File: src/uart_ir_regs.svh
// Register offsets, field positions, reset values and timing counts of the
// infrared-capable serial port. Definitions only; include by bare name.
`ifndef UART_IR_REGS_SVH
`define UART_IR_REGS_SVH

`define OFS_MODE      3'h0
`define OFS_STA       3'h1
`define OFS_TXD       3'h2
`define OFS_RXD       3'h3
`define OFS_BRG       3'h4

`define MODE_EN       15
`define MODE_SIDL     13
`define MODE_INFRARED_ENABLE_BIT     12
`define MODE_AUTO_BAUD_BIT    5
`define MODE_RECEIVE_POLARITY_BIT    4
`define MODE_HIGH_SPEED_BAUD_BIT     3
`define MODE_STOP_BIT_SELECT    0

`define STA_TXISEL1   15
`define STA_TXINV     14
`define STA_TXISEL0   13
`define STA_BRK       11
`define STA_TXEN      10
`define STA_TXBF      9
`define STA_SHIFT_REGISTER_EMPTY_FLAG      8
`define STA_ADDRESS_DETECT_ENABLE     5
`define STA_RIDLE     4
`define STA_PARITY_ERROR_FLAG      3
`define STA_FRAMING_ERROR_FLAG      2
`define STA_OVERRUN_FLAG      1
`define STA_RXDA      0

`define RST_BRG       16'h0000
`define UEN_BCLK      2'h3
`define PD_NINE       2'h3
`define FIFO_DEPTH    4

`define STD_LAST_SUB  4'hF
`define STD_MID_SUB   4'h7
`define HS_LAST_SUB   4'h3
`define HS_MID_SUB    4'h1
`define IR_PULSE      4'h3
`define BRK_FRAME     15'h6000
`define BRK_BITS      4'hE
`define AB_EDGES      3'h4
`define AB_SHIFT_STD  7
`define AB_SHIFT_HS   5

`endif

File: src/uart_ir_pkg.sv
// Types shared by the serial port core.
// Assumes the register header is compiled alongside.
package uart_ir_pkg;

  typedef struct packed {
    logic        wr;
    logic        rd;
    logic [2:0]  addr;
    logic [15:0] wdata;
  } bus_req_s;

  typedef enum logic {TX_IDLE, TX_SHIFT} tx_e;
  typedef enum logic {RX_IDLE, RX_DATA} rx_e;

  typedef struct packed {
    logic        en, sidl, infrared_enable_bit;
    logic [1:0]  uen;
    logic        auto_baud_bit, receive_polarity_bit, high_speed_baud_bit;
    logic [1:0]  pdsel;
    logic        stop_bit_select;
    logic [1:0]  txisel;
    logic        txinv, brk, txen;
    logic [1:0]  rxisel;
    logic        address_detect_enable, overrun_flag;
    logic [15:0] brg, bcnt;
    logic        tick;
    tx_e         txs;
    logic [14:0] tsh;
    logic [3:0]  tbits, tsub;
    logic        tbrk;
    rx_e         rxs;
    logic [11:0] rsh;
    logic [3:0]  rbits, rsub;
    logic        r1, r2, rprev;
    logic [3:0]  irh;
    logic [2:0]  abe;
    logic [22:0] abc;
    logic [15:0] rdata;
    logic        txo, txoe, bclk, bclkoe, txev, rxev;
  } st_s;

endpackage

File: src/uart_infrared_core.sv
// Asynchronous serial port with infrared coder, baud clock output,
// auto-baud, break and four-deep transmit and receive buffers.
// Assumes a single-cycle register port with read data one cycle later;
// i_idle comes from the core clock domain, i_rx_pin from outside.
//
// How it works
// RULE1: infrared coding only in 16x baud mode
// RULE2: pin field 11 drives 16x baud clock; the code gives 4x when the high-speed bit is set
// RULE3: infrared enable routes pins through coder
// RULE4: module enable gives pins, else released
// RULE5: stop-in-idle halts module while core idles
// RULE6: auto-baud measures 55h sync, then self-clears
// RULE7: receive polarity bit sets receive idle level
// RULE8: high-speed bit picks 4 or 16 ticks
// RULE9: two-bit field selects data and parity
// RULE10: stop select gives one or two stops
// RULE11: transmit event mode picks firing condition
// RULE12: break sends start, twelve zeros, stop
// RULE13: clearing transmit enable aborts and flushes
// RULE14: buffer-full flag when no room left
// RULE15: shift-empty flag when nothing left to send
// RULE16: receive event mode picks fill level
// RULE17: address detect only in nine-bit format
// RULE18: error flags describe the oldest character
// RULE19: overrun sets; clearing it flushes receiver
// RULE20: data-available flag when buffer holds data
// RULE21: data registers carry nine bits, rest zero
// RULE22: divisor write clears baud timer at once
// RULE23: four-entry buffers for receive and transmit
// RULE24: reading received data advances the buffer
// RULE25: address mode discards non-address characters
// RULE26: start on leaving idle, sample mid-bit
//
// Our own choices: the register addresses and strobed register access.
`timescale 1ns/100ps
`default_nettype none
`include "uart_ir_regs.svh"
module uart_infrared_core
  import uart_ir_pkg::*;
#(
  parameter int FIFO_DEPTH = `FIFO_DEPTH
)
(
  // Clock and reset.
  input  wire logic      i_core_clk,
  input  wire logic      i_nrst,
  // Register port.
  input  wire bus_req_s  i_bus,
  output logic [15:0]    o_rdata,
  // Core power state.
  input  wire logic      i_idle,
  // Serial pins.
  input  wire logic      i_rx_pin,
  output logic           o_tx_out,
  output logic           o_tx_oe,
  output logic           o_bclk_out,
  output logic           o_bclk_oe,
  // Events.
  output logic           o_tx_event,
  output logic           o_rx_event
);
  localparam int CW = $clog2(FIFO_DEPTH) + 1;

  st_s           s;
  st_s           next_s;
  logic          run;
  logic          ir_on;
  logic          has9;
  logic          tx_nine;
  logic [3:0]    last_sub;
  logic [3:0]    mid_sub;
  logic [3:0]    nbits;
  logic [CW-1:0] tf_cnt;
  logic [CW-1:0] rf_cnt;
  logic          tf_full;
  logic          tf_empty;
  logic          rf_full;
  logic          rf_empty;
  logic [8:0]    tf_head;
  logic [10:0]   rf_head;
  logic [10:0]   rf_data;
  logic          tf_push;
  logic          tf_pop;
  logic          tf_clr;
  logic          rf_push;
  logic          rf_pop;
  logic          rf_clr;
  logic          raw;
  logic          rxd;
  logic          fall;
  logic [11:0]   word;
  logic [11:0]   al;
  logic          stop1;
  logic          stop2;
  logic          parity_error_flag;
  logic          framing_error_flag;
  logic          drop;
  logic          overrun_flag_set;
  logic          overrun_flag_clr;
  logic [22:0]   ab_div;
  logic [15:0]   ab_brg;
  logic [15:0]   mode_rd;
  logic [15:0]   sta_rd;

  function automatic logic par(input logic [7:0] d, input logic odd);
    par = (^d) ^ odd;
  endfunction

  serial_fifo #(.W(9), .DEPTH(FIFO_DEPTH)) u_txf ( // RULE23
    .i_core_clk (i_core_clk),
    .i_nrst     (i_nrst),
    .i_clear    (tf_clr),
    .i_push     (tf_push),
    .i_data     (i_bus.wdata[8:0]),
    .i_pop      (tf_pop),
    .o_head     (tf_head),
    .o_count    (tf_cnt)
  );

  serial_fifo #(.W(11), .DEPTH(FIFO_DEPTH)) u_rxf ( // RULE23
    .i_core_clk (i_core_clk),
    .i_nrst     (i_nrst),
    .i_clear    (rf_clr),
    .i_push     (rf_push),
    .i_data     (rf_data),
    .i_pop      (rf_pop),
    .o_head     (rf_head),
    .o_count    (rf_cnt)
  );

  assign run      = s.en && !(s.sidl && i_idle); // RULE4 RULE5
  assign ir_on    = s.infrared_enable_bit && !s.high_speed_baud_bit; // RULE1 RULE3
  assign has9     = s.pdsel != 2'h0; // RULE9
  assign last_sub = s.high_speed_baud_bit ? `HS_LAST_SUB : `STD_LAST_SUB; // RULE8
  assign mid_sub  = s.high_speed_baud_bit ? `HS_MID_SUB : `STD_MID_SUB; // RULE26
  assign nbits    = 4'hA + {3'h0, has9} + {3'h0, s.stop_bit_select}; // RULE10
  assign tf_full  = tf_cnt == CW'(FIFO_DEPTH);
  assign tf_empty = tf_cnt == '0;
  assign rf_full  = rf_cnt == CW'(FIFO_DEPTH);
  assign rf_empty = rf_cnt == '0;

  // Ninth transmitted bit: data, parity, or an extra stop bit.
  assign tx_nine = (s.pdsel == `PD_NINE) ? tf_head[8] :
                   (s.pdsel == 2'h0) ? 1'b1 :
                   par(tf_head[7:0], s.pdsel[1]); // RULE9

  // Receive line normalised to idle high; infrared pulses are stretched
  // so that the mid-bit sample still sees them.
  assign raw  = s.r2 ^ s.receive_polarity_bit; // RULE7
  assign rxd  = raw && (!ir_on || s.irh == 4'h0); // RULE3
  assign fall = s.rprev && !rxd; // RULE26

  assign word  = {rxd, s.rsh[11:1]};
  assign al    = word >> (4'hC - nbits);
  assign stop1 = has9 ? al[10] : al[9];
  assign stop2 = has9 ? al[11] : al[10];
  assign framing_error_flag  = !stop1 || (s.stop_bit_select && !stop2); // RULE10
  assign parity_error_flag  = (s.pdsel[1] ^ s.pdsel[0]) &&
                 (al[9] != par(al[8:1], s.pdsel[1])); // RULE9
  assign drop  = s.address_detect_enable && s.pdsel == `PD_NINE && !al[9]; // RULE17 RULE25

  assign ab_div = s.high_speed_baud_bit ? (s.abc >> `AB_SHIFT_HS) :
                           (s.abc >> `AB_SHIFT_STD);
  assign ab_brg = (ab_div[15:0] == 16'h0) ? 16'h0 :
                  ab_div[15:0] - 16'h1;

  always_comb
  begin
    mode_rd = 16'h0;
    mode_rd[`MODE_EN]    = s.en;
    mode_rd[`MODE_SIDL]  = s.sidl;
    mode_rd[`MODE_INFRARED_ENABLE_BIT]  = s.infrared_enable_bit;
    mode_rd[9:8]         = s.uen;
    mode_rd[`MODE_AUTO_BAUD_BIT] = s.auto_baud_bit;
    mode_rd[`MODE_RECEIVE_POLARITY_BIT] = s.receive_polarity_bit;
    mode_rd[`MODE_HIGH_SPEED_BAUD_BIT]  = s.high_speed_baud_bit;
    mode_rd[2:1]         = s.pdsel;
    mode_rd[`MODE_STOP_BIT_SELECT] = s.stop_bit_select;
    sta_rd = 16'h0;
    sta_rd[`STA_TXISEL1] = s.txisel[1];
    sta_rd[`STA_TXINV]   = s.txinv;
    sta_rd[`STA_TXISEL0] = s.txisel[0];
    sta_rd[`STA_BRK]     = s.brk;
    sta_rd[`STA_TXEN]    = s.txen;
    sta_rd[`STA_TXBF]    = tf_full; // RULE14
    sta_rd[`STA_SHIFT_REGISTER_EMPTY_FLAG]    = s.txs == TX_IDLE && tf_empty; // RULE15
    sta_rd[7:6]          = s.rxisel;
    sta_rd[`STA_ADDRESS_DETECT_ENABLE]   = s.address_detect_enable;
    sta_rd[`STA_RIDLE]   = s.rxs == RX_IDLE;
    sta_rd[`STA_PARITY_ERROR_FLAG]    = !rf_empty && rf_head[9]; // RULE18
    sta_rd[`STA_FRAMING_ERROR_FLAG]    = !rf_empty && rf_head[10]; // RULE18
    sta_rd[`STA_OVERRUN_FLAG]    = s.overrun_flag;
    sta_rd[`STA_RXDA]    = !rf_empty; // RULE20
  end

  always_comb
  begin
    next_s   = s;
    tf_push  = 1'b0;
    tf_pop   = 1'b0;
    tf_clr   = 1'b0;
    rf_push  = 1'b0;
    rf_pop   = 1'b0;
    rf_clr   = 1'b0;
    rf_data  = {framing_error_flag, parity_error_flag, al[9] && s.pdsel == `PD_NINE, al[8:1]};
    overrun_flag_set = 1'b0;
    overrun_flag_clr = 1'b0;
    next_s.r1    = i_rx_pin;
    next_s.r2    = s.r1;
    next_s.rprev = rxd;
    next_s.rdata = 16'h0;
    next_s.txev  = 1'b0;
    next_s.rxev  = 1'b0;
    next_s.tick  = 1'b0;

    // Baud generator: one tick per divisor period.
    if (run)
    begin
      if (s.bcnt >= s.brg)
      begin
        next_s.bcnt = 16'h0;
        next_s.tick = 1'b1;
      end
      else
        next_s.bcnt = s.bcnt + 16'h1;
    end
    next_s.bclk   = s.bcnt <= (s.brg >> 1);
    next_s.bclkoe = s.en && s.uen == `UEN_BCLK; // RULE2 RULE4

    if (ir_on && !raw)
      next_s.irh = last_sub;
    else if (s.tick && s.irh != 4'h0)
      next_s.irh = s.irh - 4'h1;

    // Transmitter.
    case (s.txs)
      TX_IDLE:
        if (run && s.txen && !tf_empty)
        begin
          tf_pop      = 1'b1;
          next_s.txs  = TX_SHIFT;
          next_s.tsub = 4'h0;
          next_s.tbrk = s.brk;
          if (s.brk)
          begin
            next_s.tsh   = `BRK_FRAME; // RULE12
            next_s.tbits = `BRK_BITS;
          end
          else
          begin
            next_s.tsh   = {5'h1F, tx_nine, tf_head[7:0], 1'b0};
            next_s.tbits = nbits; // RULE10
          end
          next_s.txev = s.txisel == 2'h0 ||
                        (s.txisel == 2'h2 && tf_cnt == CW'(1)); // RULE11
        end
      TX_SHIFT:
        if (s.tick)
        begin
          if (s.tsub == last_sub)
          begin
            next_s.tsub  = 4'h0;
            next_s.tsh   = {1'b1, s.tsh[14:1]};
            next_s.tbits = s.tbits - 4'h1;
            if (s.tbits == 4'h1)
            begin
              next_s.txs  = TX_IDLE;
              next_s.brk  = s.brk && !s.tbrk; // RULE12
              next_s.txev = s.txisel == 2'h1 && tf_empty; // RULE11
            end
          end
          else
            next_s.tsub = s.tsub + 4'h1;
        end
      default:
        next_s.txs = TX_IDLE;
    endcase
    next_s.txo  = (ir_on ? (!s.tsh[0] && s.tsub < `IR_PULSE)
                         : s.tsh[0]) ^ s.txinv; // RULE3
    next_s.txoe = s.en && s.txen; // RULE4 RULE13

    // Receiver.
    case (s.rxs)
      RX_IDLE:
        if (run && fall && !s.auto_baud_bit)
        begin
          next_s.rxs   = RX_DATA; // RULE26
          next_s.rsub  = 4'h0;
          next_s.rbits = 4'h0;
        end
      RX_DATA:
        if (!run)
          next_s.rxs = RX_IDLE;
        else if (s.tick)
        begin
          next_s.rsub = (s.rsub == last_sub) ? 4'h0 : s.rsub + 4'h1;
          if (s.rsub == mid_sub)
          begin
            next_s.rsh   = word; // RULE26
            next_s.rbits = s.rbits + 4'h1;
            if (s.rbits == 4'h0 && rxd)
              next_s.rxs = RX_IDLE;
            else if (s.rbits == nbits - 4'h1)
            begin
              next_s.rxs = RX_IDLE;
              if (!drop && rf_full)
                overrun_flag_set = 1'b1; // RULE19
              else if (!drop)
              begin
                rf_push     = 1'b1;
                next_s.rxev = !s.rxisel[1] || // RULE16
                  rf_cnt == (s.rxisel[0] ? CW'(FIFO_DEPTH - 1)
                                         : CW'(FIFO_DEPTH * 3 / 4 - 1));
              end
            end
          end
        end
      default:
        next_s.rxs = RX_IDLE;
    endcase

    // Auto-baud: five falling edges of the sync byte span eight bits.
    if (s.auto_baud_bit && run)
    begin
      if (s.abe != 3'h0)
        next_s.abc = s.abc + 23'h1;
      if (fall)
      begin
        if (s.abe == 3'h0)
        begin
          next_s.abe = 3'h1;
          next_s.abc = 23'h1;
        end
        else if (s.abe == `AB_EDGES)
        begin
          next_s.auto_baud_bit = 1'b0; // RULE6
          next_s.abe   = 3'h0;
          next_s.brg   = ab_brg;
          next_s.bcnt  = 16'h0;
        end
        else
          next_s.abe = s.abe + 3'h1;
      end
    end
    else
      next_s.abe = 3'h0;

    // Register writes.
    if (i_bus.wr)
    begin
      case (i_bus.addr)
        `OFS_MODE:
        begin
          next_s.en    = i_bus.wdata[`MODE_EN];
          next_s.sidl  = i_bus.wdata[`MODE_SIDL];
          next_s.infrared_enable_bit  = i_bus.wdata[`MODE_INFRARED_ENABLE_BIT];
          next_s.uen   = i_bus.wdata[9:8];
          next_s.auto_baud_bit = i_bus.wdata[`MODE_AUTO_BAUD_BIT]; // RULE6
          next_s.receive_polarity_bit = i_bus.wdata[`MODE_RECEIVE_POLARITY_BIT];
          next_s.high_speed_baud_bit  = i_bus.wdata[`MODE_HIGH_SPEED_BAUD_BIT];
          next_s.pdsel = i_bus.wdata[2:1];
          next_s.stop_bit_select = i_bus.wdata[`MODE_STOP_BIT_SELECT];
        end
        `OFS_STA:
        begin
          next_s.txisel = {i_bus.wdata[`STA_TXISEL1],
                           i_bus.wdata[`STA_TXISEL0]};
          next_s.txinv  = i_bus.wdata[`STA_TXINV];
          next_s.brk    = i_bus.wdata[`STA_BRK];
          next_s.txen   = i_bus.wdata[`STA_TXEN];
          if (s.txen && !i_bus.wdata[`STA_TXEN])
          begin
            tf_clr     = 1'b1; // RULE13
            next_s.txs = TX_IDLE;
            next_s.tsh = '1;
          end
          next_s.rxisel = i_bus.wdata[7:6];
          next_s.address_detect_enable  = i_bus.wdata[`STA_ADDRESS_DETECT_ENABLE];
          if (s.overrun_flag && !i_bus.wdata[`STA_OVERRUN_FLAG])
          begin
            overrun_flag_clr   = 1'b1; // RULE19
            rf_clr     = 1'b1;
            next_s.rxs = RX_IDLE;
          end
        end
        `OFS_TXD:
          tf_push = 1'b1; // RULE21
        `OFS_BRG:
        begin
          next_s.brg  = i_bus.wdata;
          next_s.bcnt = 16'h0; // RULE22
        end
        default:
          next_s.brg = s.brg;
      endcase
    end
    next_s.overrun_flag = overrun_flag_set || (s.overrun_flag && !overrun_flag_clr); // RULE19

    // Register reads; data stands in the following cycle only.
    if (i_bus.rd)
    begin
      case (i_bus.addr)
        `OFS_MODE:
          next_s.rdata = mode_rd;
        `OFS_STA:
          next_s.rdata = sta_rd;
        `OFS_RXD:
        begin
          next_s.rdata = {7'h00, rf_head[8:0]}; // RULE21
          rf_pop       = !rf_empty; // RULE24
        end
        `OFS_BRG:
          next_s.rdata = s.brg;
        default:
          next_s.rdata = 16'h0;
      endcase
    end
  end

  always_ff @(posedge i_core_clk or negedge i_nrst)
  begin
    if (!i_nrst)
    begin
      s     <= '0;
      s.tsh <= '1;
      s.brg <= `RST_BRG;
    end
    else
      s <= next_s;
  end

  assign o_rdata    = s.rdata;
  assign o_tx_out   = s.txo;
  assign o_tx_oe    = s.txoe;
  assign o_bclk_out = s.bclk;
  assign o_bclk_oe  = s.bclkoe;
  assign o_tx_event = s.txev;
  assign o_rx_event = s.rxev;
endmodule
`default_nettype wire

File: src/serial_fifo.sv
// First-in first-out buffer with synchronous clear.
// Assumes a push when full and a pop when empty are ignored.
`timescale 1ns/100ps
`default_nettype none
`include "uart_ir_regs.svh"
module serial_fifo
#(
  parameter int W     = 9,
  parameter int DEPTH = `FIFO_DEPTH,
  parameter int AW    = $clog2(DEPTH)
)
(
  // Clock and reset.
  input  wire logic          i_core_clk,
  input  wire logic          i_nrst,
  // Requests.
  input  wire logic          i_clear,
  input  wire logic          i_push,
  input  wire logic [W-1:0]  i_data,
  input  wire logic          i_pop,
  // State.
  output logic      [W-1:0]  o_head,
  output logic      [AW:0]   o_count
);
  typedef struct packed {
    logic [AW-1:0] wp;
    logic [AW-1:0] rp;
    logic [AW:0]   cnt;
  } fst_s;

  fst_s          s;
  fst_s          next_s;
  logic [W-1:0]  mem [DEPTH];
  logic          do_push;
  logic          do_pop;

  if (DEPTH < 2 || (1 << AW) != DEPTH)
  begin : g_chk
    $error("serial_fifo depth must be a power of two of at least 2");
  end

  assign do_push = i_push && s.cnt != (AW+1)'(DEPTH) && !i_clear;
  assign do_pop  = i_pop && s.cnt != '0 && !i_clear;
  assign o_head  = mem[s.rp];
  assign o_count = s.cnt;

  always_comb
  begin
    next_s = s;
    if (i_clear)
      next_s = '0;
    else
    begin
      if (do_push)
        next_s.wp = s.wp + 1'b1;
      if (do_pop)
        next_s.rp = s.rp + 1'b1;
      next_s.cnt = s.cnt + (AW+1)'(do_push) - (AW+1)'(do_pop);
    end
  end

  always_ff @(posedge i_core_clk or negedge i_nrst)
  begin
    if (!i_nrst)
      s <= '0;
    else
      s <= next_s;
  end

  always_ff @(posedge i_core_clk)
  begin
    if (do_push)
      mem[s.wp] <= i_data;
  end
endmodule
`default_nettype wire

File: config.mk
export PLATFORM = sky130hd
export DESIGN_NAME = uart_infrared_core
export DESIGN_NICKNAME = d
export VERILOG_FILES = /design/src/uart_ir_pkg.sv /design/src/uart_infrared_core.sv /design/src/serial_fifo.sv
export VERILOG_INCLUDE_DIRS = /design/src
export SDC_FILE = /design/constraint.sdc
export NUM_CORES = 1
export LEC_CHECK = 0
export ABC_AREA = 0
export BUFFER_PORTS_ARGS = -buffer_cell sky130_fd_sc_hd__clkbuf_2
export CORE_MARGIN = 8
export CORE_UTILIZATION = 55
export CTS_BUF_LIST = sky130_fd_sc_hd__clkbuf_4
export CTS_CLUSTER_SIZE = 40
export DETAILED_ROUTE_END_ITERATION = 8
export GPL_ROUTABILITY_DRIVEN = 0
export PLACE_DENSITY = 0.75
export SLEW_MARGIN = 20
export SYNTH_ARGS = -nofsm -noshare
export SYNTH_HDL_FRONTEND = slang
export SYNTH_SLANG_ARGS = --single-unit
export TNS_END_PERCENT = 30
File: constraint.sdc
create_clock -name i_core_clk -period 3.2 [get_ports i_core_clk]
set_clock_uncertainty 0.2 [all_clocks]
set_input_delay 0.64 -clock i_core_clk [delete_from_list [all_inputs] [get_ports i_core_clk]]
set_output_delay 0.64 -clock i_core_clk [all_outputs]
set_load 0.01 [all_outputs]
; ---- Word level (Yosys, flattened, before mapping)
; Memory sizes are Yosys's and may differ from the RTL's.
; Cells that the tools add are included.
[classes]
order_cmp = 3
muxes = 115
shift = 1
bitwise_logic = 7
add_sub_neg = 21
n_eq_ne = 30
reduce_logical = 93
[ops]
columns = op, n
row1 = 32-bit 2-to-1 mux, 5
row2 = 16-bit 2-to-1 mux, 8
row3 = 1-bit 2-to-1 mux, 66
row4 = 16-bit case mux with 4 select lines, 1
row5 = 17-bit 2-to-1 mux, 3
row6 = 24-bit case mux with 2 select lines, 1
row7 = 23-bit 2-to-1 mux, 2
row8 = 1-bit logical AND, 39
row9 = 16-bit case mux with 2 select lines, 1
row10 = 26-bit 2-to-1 mux, 1
row11 = 25-bit 2-to-1 mux, 1
row12 = 24-bit 2-to-1 mux, 1
row13 = 8-bit 2-to-1 mux, 3
row14 = 23-bit by 1-bit adder with 23-bit output (second input constant), 1
row15 = 21-bit 2-to-1 mux, 1
row16 = 20-bit 2-to-1 mux, 1
row17 = 4-bit 2-to-1 mux, 5
row18 = 1-bit logical NOT, 19
row19 = 16-bit by 1-bit adder with 16-bit output (second input constant), 1
row20 = 16-bit >= comparator, 1
row21 = 16-bit by 15-bit <= comparator with 1-bit output, 1
row22 = 16-bit logical NOT, 1
row23 = 8-bit case mux with 2 select lines, 1
row24 = 8-bit XOR reduction, 2
row25 = other kinds (45), 104
[totals]
wordCells = 319
ramBits = 80
regBits = 168
inputBits = 25
memories = 2
[mem_list]
columns = name, depth, word_bits, rd, rd_clocked_by_memory_dff, write_ports, line_no
row1 = u_rxf.mem, 4, 11, 1, 0, 1, serial_fifo.sv:33  ; logic [W-1:0] mem [DEPTH];
row2 = u_txf.mem, 4, 9, 1, 0, 1, serial_fifo.sv:33

; ---- Depth between registers and ports, before layout
; Gate-level depths: netlist of run 1.
[depth]
ltp_word = 22
ltp_mapped = 16
ltp_nobuf = 15

; ---- Modules after synthesis
; From an unflattened synthesis of run 1, not the netlist that was laid out.
[unflattened]
cells_unflattened = 1274
area_unflattened_um2 = 13593.0
[by_module_without_submodules]
columns = mod, instances, seq_area_each_um2, area_per_inst_um2, cells_per_inst
row1 = uart_infrared_core, 1, 3822.4, 9695.5, 1070
row2 = serial_fifo (u_rxf), 1, 1496.4, 2089.5, 107
row3 = serial_fifo (u_txf), 1, 1256.2, 1808.0, 97

; ---- Least setup slack after synthesis of run 1
; OpenSTA, ideal clock, no wires.
[synth_path]
path_type = reg-to-reg
start = register s (netlist bit mode_rd[1])
end = register u_rxf.s (netlist bit u_rxf.o_count[2])
path_slack_ns = -0.290
arrival_time_ns = 3.150
t_required_ns = 2.860
synth_period_minus_slack_ns = 3.490
path_stages_with_launch = 17
path_cell_list = dfrtp_1 inv_1 ha_1 ha_1 buf_2 mux2i_1 nor2_1 a21oi_1 a2bb2oi_1 a311oi_2 nand2_1 nor2_2 ha_1 fa_1 xnor2_1 xnor2_1 nor2_1
[synth_rtl]
columns = element, line_no
row1 = "start, declared", uart_infrared_core.sv:64  ; st_s s;
row2 = "start signal, assigned", uart_infrared_core.sv:429  ; s <= next_s;
row3 = "end signal, assigned", serial_fifo.sv:67  ; s <= next_s;
row4 = "end, declared", serial_fifo.sv:31  ; fst_s s;

==> impl_metrics.ini, run 1 <==
[status]
status = complete, no violations

[clocking]
cts.path.max_buffers = 3
clk_pin_slew_worst_paths_ns = 0.06
clk-insertion-delay-late_ns = 0.68
htree_levels = 3
cts_tree = yes
cts_root_buffer = clkbuf_4
clock-sinks = 246
cts_buffers = 68

[timing]
fin_crit_sh_pct = 95.17
worst_slew_pin_slew_ns = 0.5839
slew_viol_final = 0
finalSetupViolCount = 0
final.min_clock_period_ns = 3.045
maxClockFrequency_ghz = 0.3284
relSlewSlack_pct = 60.79
setup-tns-final_ns = 0
grt_setup_unrepaired = false
hold_viol = 0

[place]
dp.cells = 1571
io_buffers = 46
hpwlAfterDp_um = 23960

[run]
drv_cap = 0

[worst_setup_path]
end_kind = register
rr_startpoint = mode_rd[2]
worstPathMaxFanout = 5
worstPathArrival_ns = 3.39
cp-start-kind = register
crit_type = register to register
crit_start = mode_rd[2]
required_ns = 3.54

[yosys]
async_reset_ff_share_pct = 67.48
syn_area_mm2 = 0.01332
synth_edf_count = 80
ys_types = 82
synth_seq_cells = 246
syn_inst = 1220
synthFlopType = dfrtp_1
yosys_warnings = 0
postSynthNetCount = 1308
synth-seq-area-share_pct = 49.38
syn_area_per_cell_um2 = 10.92

[grt]
grt_usage_pct = 22.79
grt_pass1_wl_um = 52030
grt_pass1_vias = 9829
antenna_found_initial = 2
gr-total-overflow = 0
grt_max_degree = 52

[finish]
final_common_cell = dfrtp_1
area_delta_synth_final_pct = 12.31
instances_no_fill = 1696
final_cell_mix = dfrtp_1 (151), nand2_1 (107), clkbuf_4 (106)
final_nets = 1408
drive_gt1_share_pct = 23.14

[worst_hold_path]
hp-class = primary input to register
min_from = i_bus[12]

[routing]
drtPass1Iterations = 6
vias_per_cell = 5.848
remaining_drc_errors = 0
wl_per_cell_um = 19.25
ant_nets = 0
wirelength_um = 32650
num_vias = 9919
drt_iter0_markers = 932

[pwr]
power_density_mw_per_mm2 = 661.2
p_leak_nw = 6.495
peakVddDrop_uv = 474.3

[floorplanning]
initial_core_util_pct = 55.41
core_mm2 = 0.02403
die_y_um = 171.6
die_w_um = 171.6
dieArea_mm2 = 0.02945
rows = 57
ios = 47
==> critical path: stages, from the launching register on <==
cell,delay (ns)
dfrtp_1,0.34
inv_1,0.08
ha_4,0.18
ha_1,0.31
mux2i_2,0.17
nor2_2,0.15
a21oi_2,0.05
a2bb2oi_2,0.17
a311oi_2,0.31
nand2_2,0.12
nor2_4,0.13
ha_2,0.18
fa_2,0.41
nor2b_1,0.13
==> logic make-up (layout without fill, tap and decap cells) <==
kind of cell	Yosys count	after routing	share of synthesized area, %
buffers and inverters	126	276	4.689
adder cells (fa/ha/maj)	63	63	6.032
flip-flops	246	246	49.38
multiplexers	83	83	8.654
XOR/XNOR	84	84	5.525
other	0	2	0
AO/OA/AOI/OAI	209	209	9.997
AND/OR/NAND/NOR	409	409	15.73
==> report_power, final <==
group	total, mW	switching (mW)	internal (mW)	leakage [nW]
clock network	2.87	1.29	1.58	0.533
logic	2.82	1.52	1.30	3.11
registers	4.20	0.467	3.73	2.85
total	9.89	3.28	6.61	6.49
==> final timing paths <==
kind	endpoint	slack, ns	cells after the start
min reg2reg	s[53]	0.15	0
max	u_rxf.o_count[1]	0.15	13
min	mode_rd[12]	0.06	2
min in group asynchronous	s[28]	0.28	2
max in group asynchronous	o_rdata[9]	1.65	3
max reg2reg	u_rxf.o_count[1]	0.15	13
==> state kept, by name (all words and copies together) (netlist names), 3 cells and up <==
register       count
mode_rd           11
u_rxf.o_count      3
u_rxf.s            4
u_txf.o_count      3
u_rxf.mem         44
s                118
u_txf.s            4
o_rdata           16
u_txf.mem         36
==> layout make-up <==
class / count / area [um2]
fill: 1859 / 9079
antenna: 2 / 5.005
timing repair buffer: 106 / 729.5
inverter: 50 / 187.7
tap: 324 / 405.4
clock buffer: 106 / 795.8
sequential: 246 / 6575
multi-input combinational: 848 / 6178
clock inverter: 14 / 78.83
==> Yosys cell counts, types with 19 or more instances <==
master | number | area, um2
a21oi_1 | 53 | 265.3
a22oi_1 | 19 | 142.6
and2_1 | 19 | 118.9
and3_1 | 20 | 125.1
clkbuf_1 | 30 | 112.6
dfrtp_1 | 151 | 3779
edfxtp_1 | 80 | 2402
ha_1 | 61 | 763.2
inv_1 | 50 | 187.7
mux2_2 | 31 | 349.1
mux2i_1 | 30 | 300.3
mux4_2 | 20 | 450.4
nand2_1 | 108 | 405.4
nand3_1 | 34 | 170.2
nor2_1 | 91 | 341.6
nor3_1 | 37 | 185.2
o21ai_0 | 53 | 265.3
xnor2_1 | 46 | 402.9
xor2_1 | 38 | 332.8
==> layer usage <==
layer,wire length (um),track usage [%]
met5,0,0
met4,1518,12.21
met2,15110,35.70
met3,2257,5.164
met1,13760,29.15
==> metrics by stage <==
stage	power [mW]	worst slack [ns]	hold WS, ns	area (um2)	utilization, %
5_1_grt	10.49	0.006165	0.01956	14960	62.23
4_1_cts	9.931	0.1009	0.01419	14920	62.07
3_5_place_dp	7.032	0.07397	0.1523	14020	58.35
2_1_floorplan	6.217	0.01959	0.1312	13350	-
6_report	9.889	0.1545	0.05656	14960	62.23
3_3_place_gp	6.919	0.1120	0.1366	14020	58.35
==> repair_timing <==
action,4_1_cts,5_1_grt
endpoints found under the hold margin,48,0
buffers inserted,0,1
hold buffers,2,0
gates resized for setup,0,7
setup endpoints to repair,0,2
(Power assumes the default switching activity.)
==> run 2, diff against run 1 <==
- BUFFER_PORTS_ARGS: -buffer_cell sky130_fd_sc_hd__clkbuf_2 -> default
- DONT_BUFFER_PORTS: default -> 1
- PLACE_DENSITY: 0.75 -> 0.73
==> run 2 against run 1 <==
Effect of this change: the flow now finishes with violations (hold timing); critical path type unchanged; utilization down 0.47 points; critical path depth up 2; sequential share of layout area up 0.33 points; final area down 0.75%; flip-flop and latch count unchanged; combinational power down 2%; highest routed layer is now met5; setup slack better by 0.048 ns; largest cell class unchanged; non-clock buffer count down 42; global-route usage down 0.42 points; final cell count down 2.5%.
==> impl_metrics.ini, run 2 (synthesized netlist as in run 1, its figures left out) <==
[status]
status = finished, violations left
violations = hold timing

[finish]
drive_gt1_share_pct = 18.89
reg.largest.list = s: 118 flops, u_rxf.mem: 44 flops, u_txf.mem: 36 flops
final_area_mm2 = 0.01484
area_delta_synth_final_pct = 11.46
top_register = s
final_common_cell = dfrtp_1
largest_register_ffs = 118
multi_input_area_mm2 = 0.006178
nFillCells = 1916
regArea_mm2 = 0.006575
instances_no_fill = 1654
final_cell_mix = dfrtp_1 (151), nand2_1 (107), clkbuf_4 (101)
final_nets = 1366

[grt]
grt_max_degree = 167
antenna_found_initial = 2
gr-total-overflow = 0
grt_pass1_vias = 9531
grt_pass1_wl_um = 50890
grt_usage_pct = 22.37

[floorplanning]
core_mm2 = 0.02403
initial_core_util_pct = 55.41
die_y_um = 171.6
dieArea_mm2 = 0.02945
die_w_um = 171.6
ios = 47
rows = 57

[place]
io_buffers = 0
place_area_mm2 = 0.01366
pre_cts_slack_ns = 0.1151
dp.cells = 1511
hpwlAfterDp_um = 22560

[routing]
remaining_drc_errors = 0
wl_per_cell_um = 19.61
num_vias = 9695
drtPass1Iterations = 6
vias_per_cell = 5.862
wirelength_um = 32430
drt_iter0_markers = 723
ant_nets = 0

[run]
drv_cap = 0

[pwr]
finalPower_mw = 10.05
p_leak_nw = 6.329
peakVddDrop_uv = 483.8
power_density_mw_per_mm2 = 677.2

[timing]
final.min_clock_period_ns = 2.998
setup_slack_ns = 0.2022
slew_viol_final = 0
fin_crit_sh_pct = 93.68
hold_viol = 166
whs_ns = -0.5435
relSlewSlack_pct = 59.78
setup-tns-final_ns = 0
maxClockFrequency_ghz = 0.3336
grt_setup_unrepaired = false
worst_slew_pin_slew_ns = 0.6022
finalSetupViolCount = 0

[worst_setup_path]
worstPathArrival_ns = 3.32
crit_type = register to register
required_ns = 3.53
cp-start-kind = register
crit_start = mode_rd[2]
worstPathMaxFanout = 5
rr_startpoint = mode_rd[2]
end_kind = register

[clocking]
cts_hold_buf = 21
cts_setup_buffers = 0
cts_tree = yes
clk-insertion-delay-late_ns = 0.69
clock-sinks = 246
cts_root_buffer = clkbuf_4
cts_buffers = 68
clk_pin_slew_worst_paths_ns = 0.07
cts.path.max_buffers = 3
htree_levels = 3

[worst_hold_path]
hp-class = primary input to async pin
==> run 2: cell count changes in the layout (fill, tap and decap cells not counted), sizes merged <==
cell and change:
bufinv +3, diode -1, clkbuf -50, buf -16
clkinv +5, dlygate4sd3 +19, inv -2
==> run 2: final cells by class <==
| class | instances | share of cell area [%] |
|---|---|---|
| multi-input cells | 848 | 41.63 |
| clock inverters | 20 | 1.256 |
| well taps | 324 | 2.731 |
| inverters | 50 | 1.264 |
| flip-flops and latches | 246 | 44.30 |
| diodes | 1 | 0.01686 |
| repair buffers | 64 | 3.701 |
| clock buffers | 101 | 5.108 |
==> run 2: final timing paths <==
| kind | to | slack [ns] | cells past startpoint |
|---|---|---|---|
| min in group i_core_clk | s[123] | 0.04 | 2 |
| worst max register to register | u_rxf.o_count[2] | 0.20 | 15 |
| worst min-delay path | s[104] | -0.54 | 0 |
| worst min register to register | s[53] | 0.16 | 0 |
| worst max-delay path | u_rxf.o_count[2] | 0.20 | 15 |
| max in group asynchronous | s[96] | 2.99 | 0 |
==> run 2: metal layers <==
metal  wire length, um  GRT usage (%)  share of wire, %
met1             13440          28.54                41
met2             15100          35.18                47
met3              2610          5.371               8.0
met4              1271          11.42               3.9
met5                12              0             0.037
==> run 2: per-stage QoR <==
step,hold WS [ns],utilization (%)
3_5_place_dp,0.1386,56.82
5_1_grt,-0.5729,61.76
6_report,-0.5435,61.76
3_3_place_gp,0.1398,56.82
4_1_cts,-0.5964,61.63
2_1_floorplan,0.1312,-
==> run 2: report_power, final <==
group	switching, mW	total (mW)	internal (mW)
logic	1.48	2.76	1.29
registers	0.479	4.21	3.73
clock network	1.31	3.08	1.77
==> run 2: timing repair <==
| item | 4_1_cts | 5_1_grt |
|---|---|---|
| setup endpoints to repair | 0 | 9 |
| hold endpoints to repair | 242 | 166 |
| resized for setup | 0 | 4 |
==> run 2: worst max-delay path, cell delays in order, from the launching register on <==
cell and delay, ns:
dfrtp_1 0.34, inv_1 0.08, ha_4 0.19, ha_4 0.27, mux2i_1 0.21, nor2_1 0.10, a21oi_1 0.15, a2bb2oi_2 0.18
a311oi_2 0.13, nand2_2 0.09, nor2_2 0.04, ha_2 0.19, fa_2 0.35, xnor2_2 0.14, xnor2_1 0.16, nor2_1 0.06
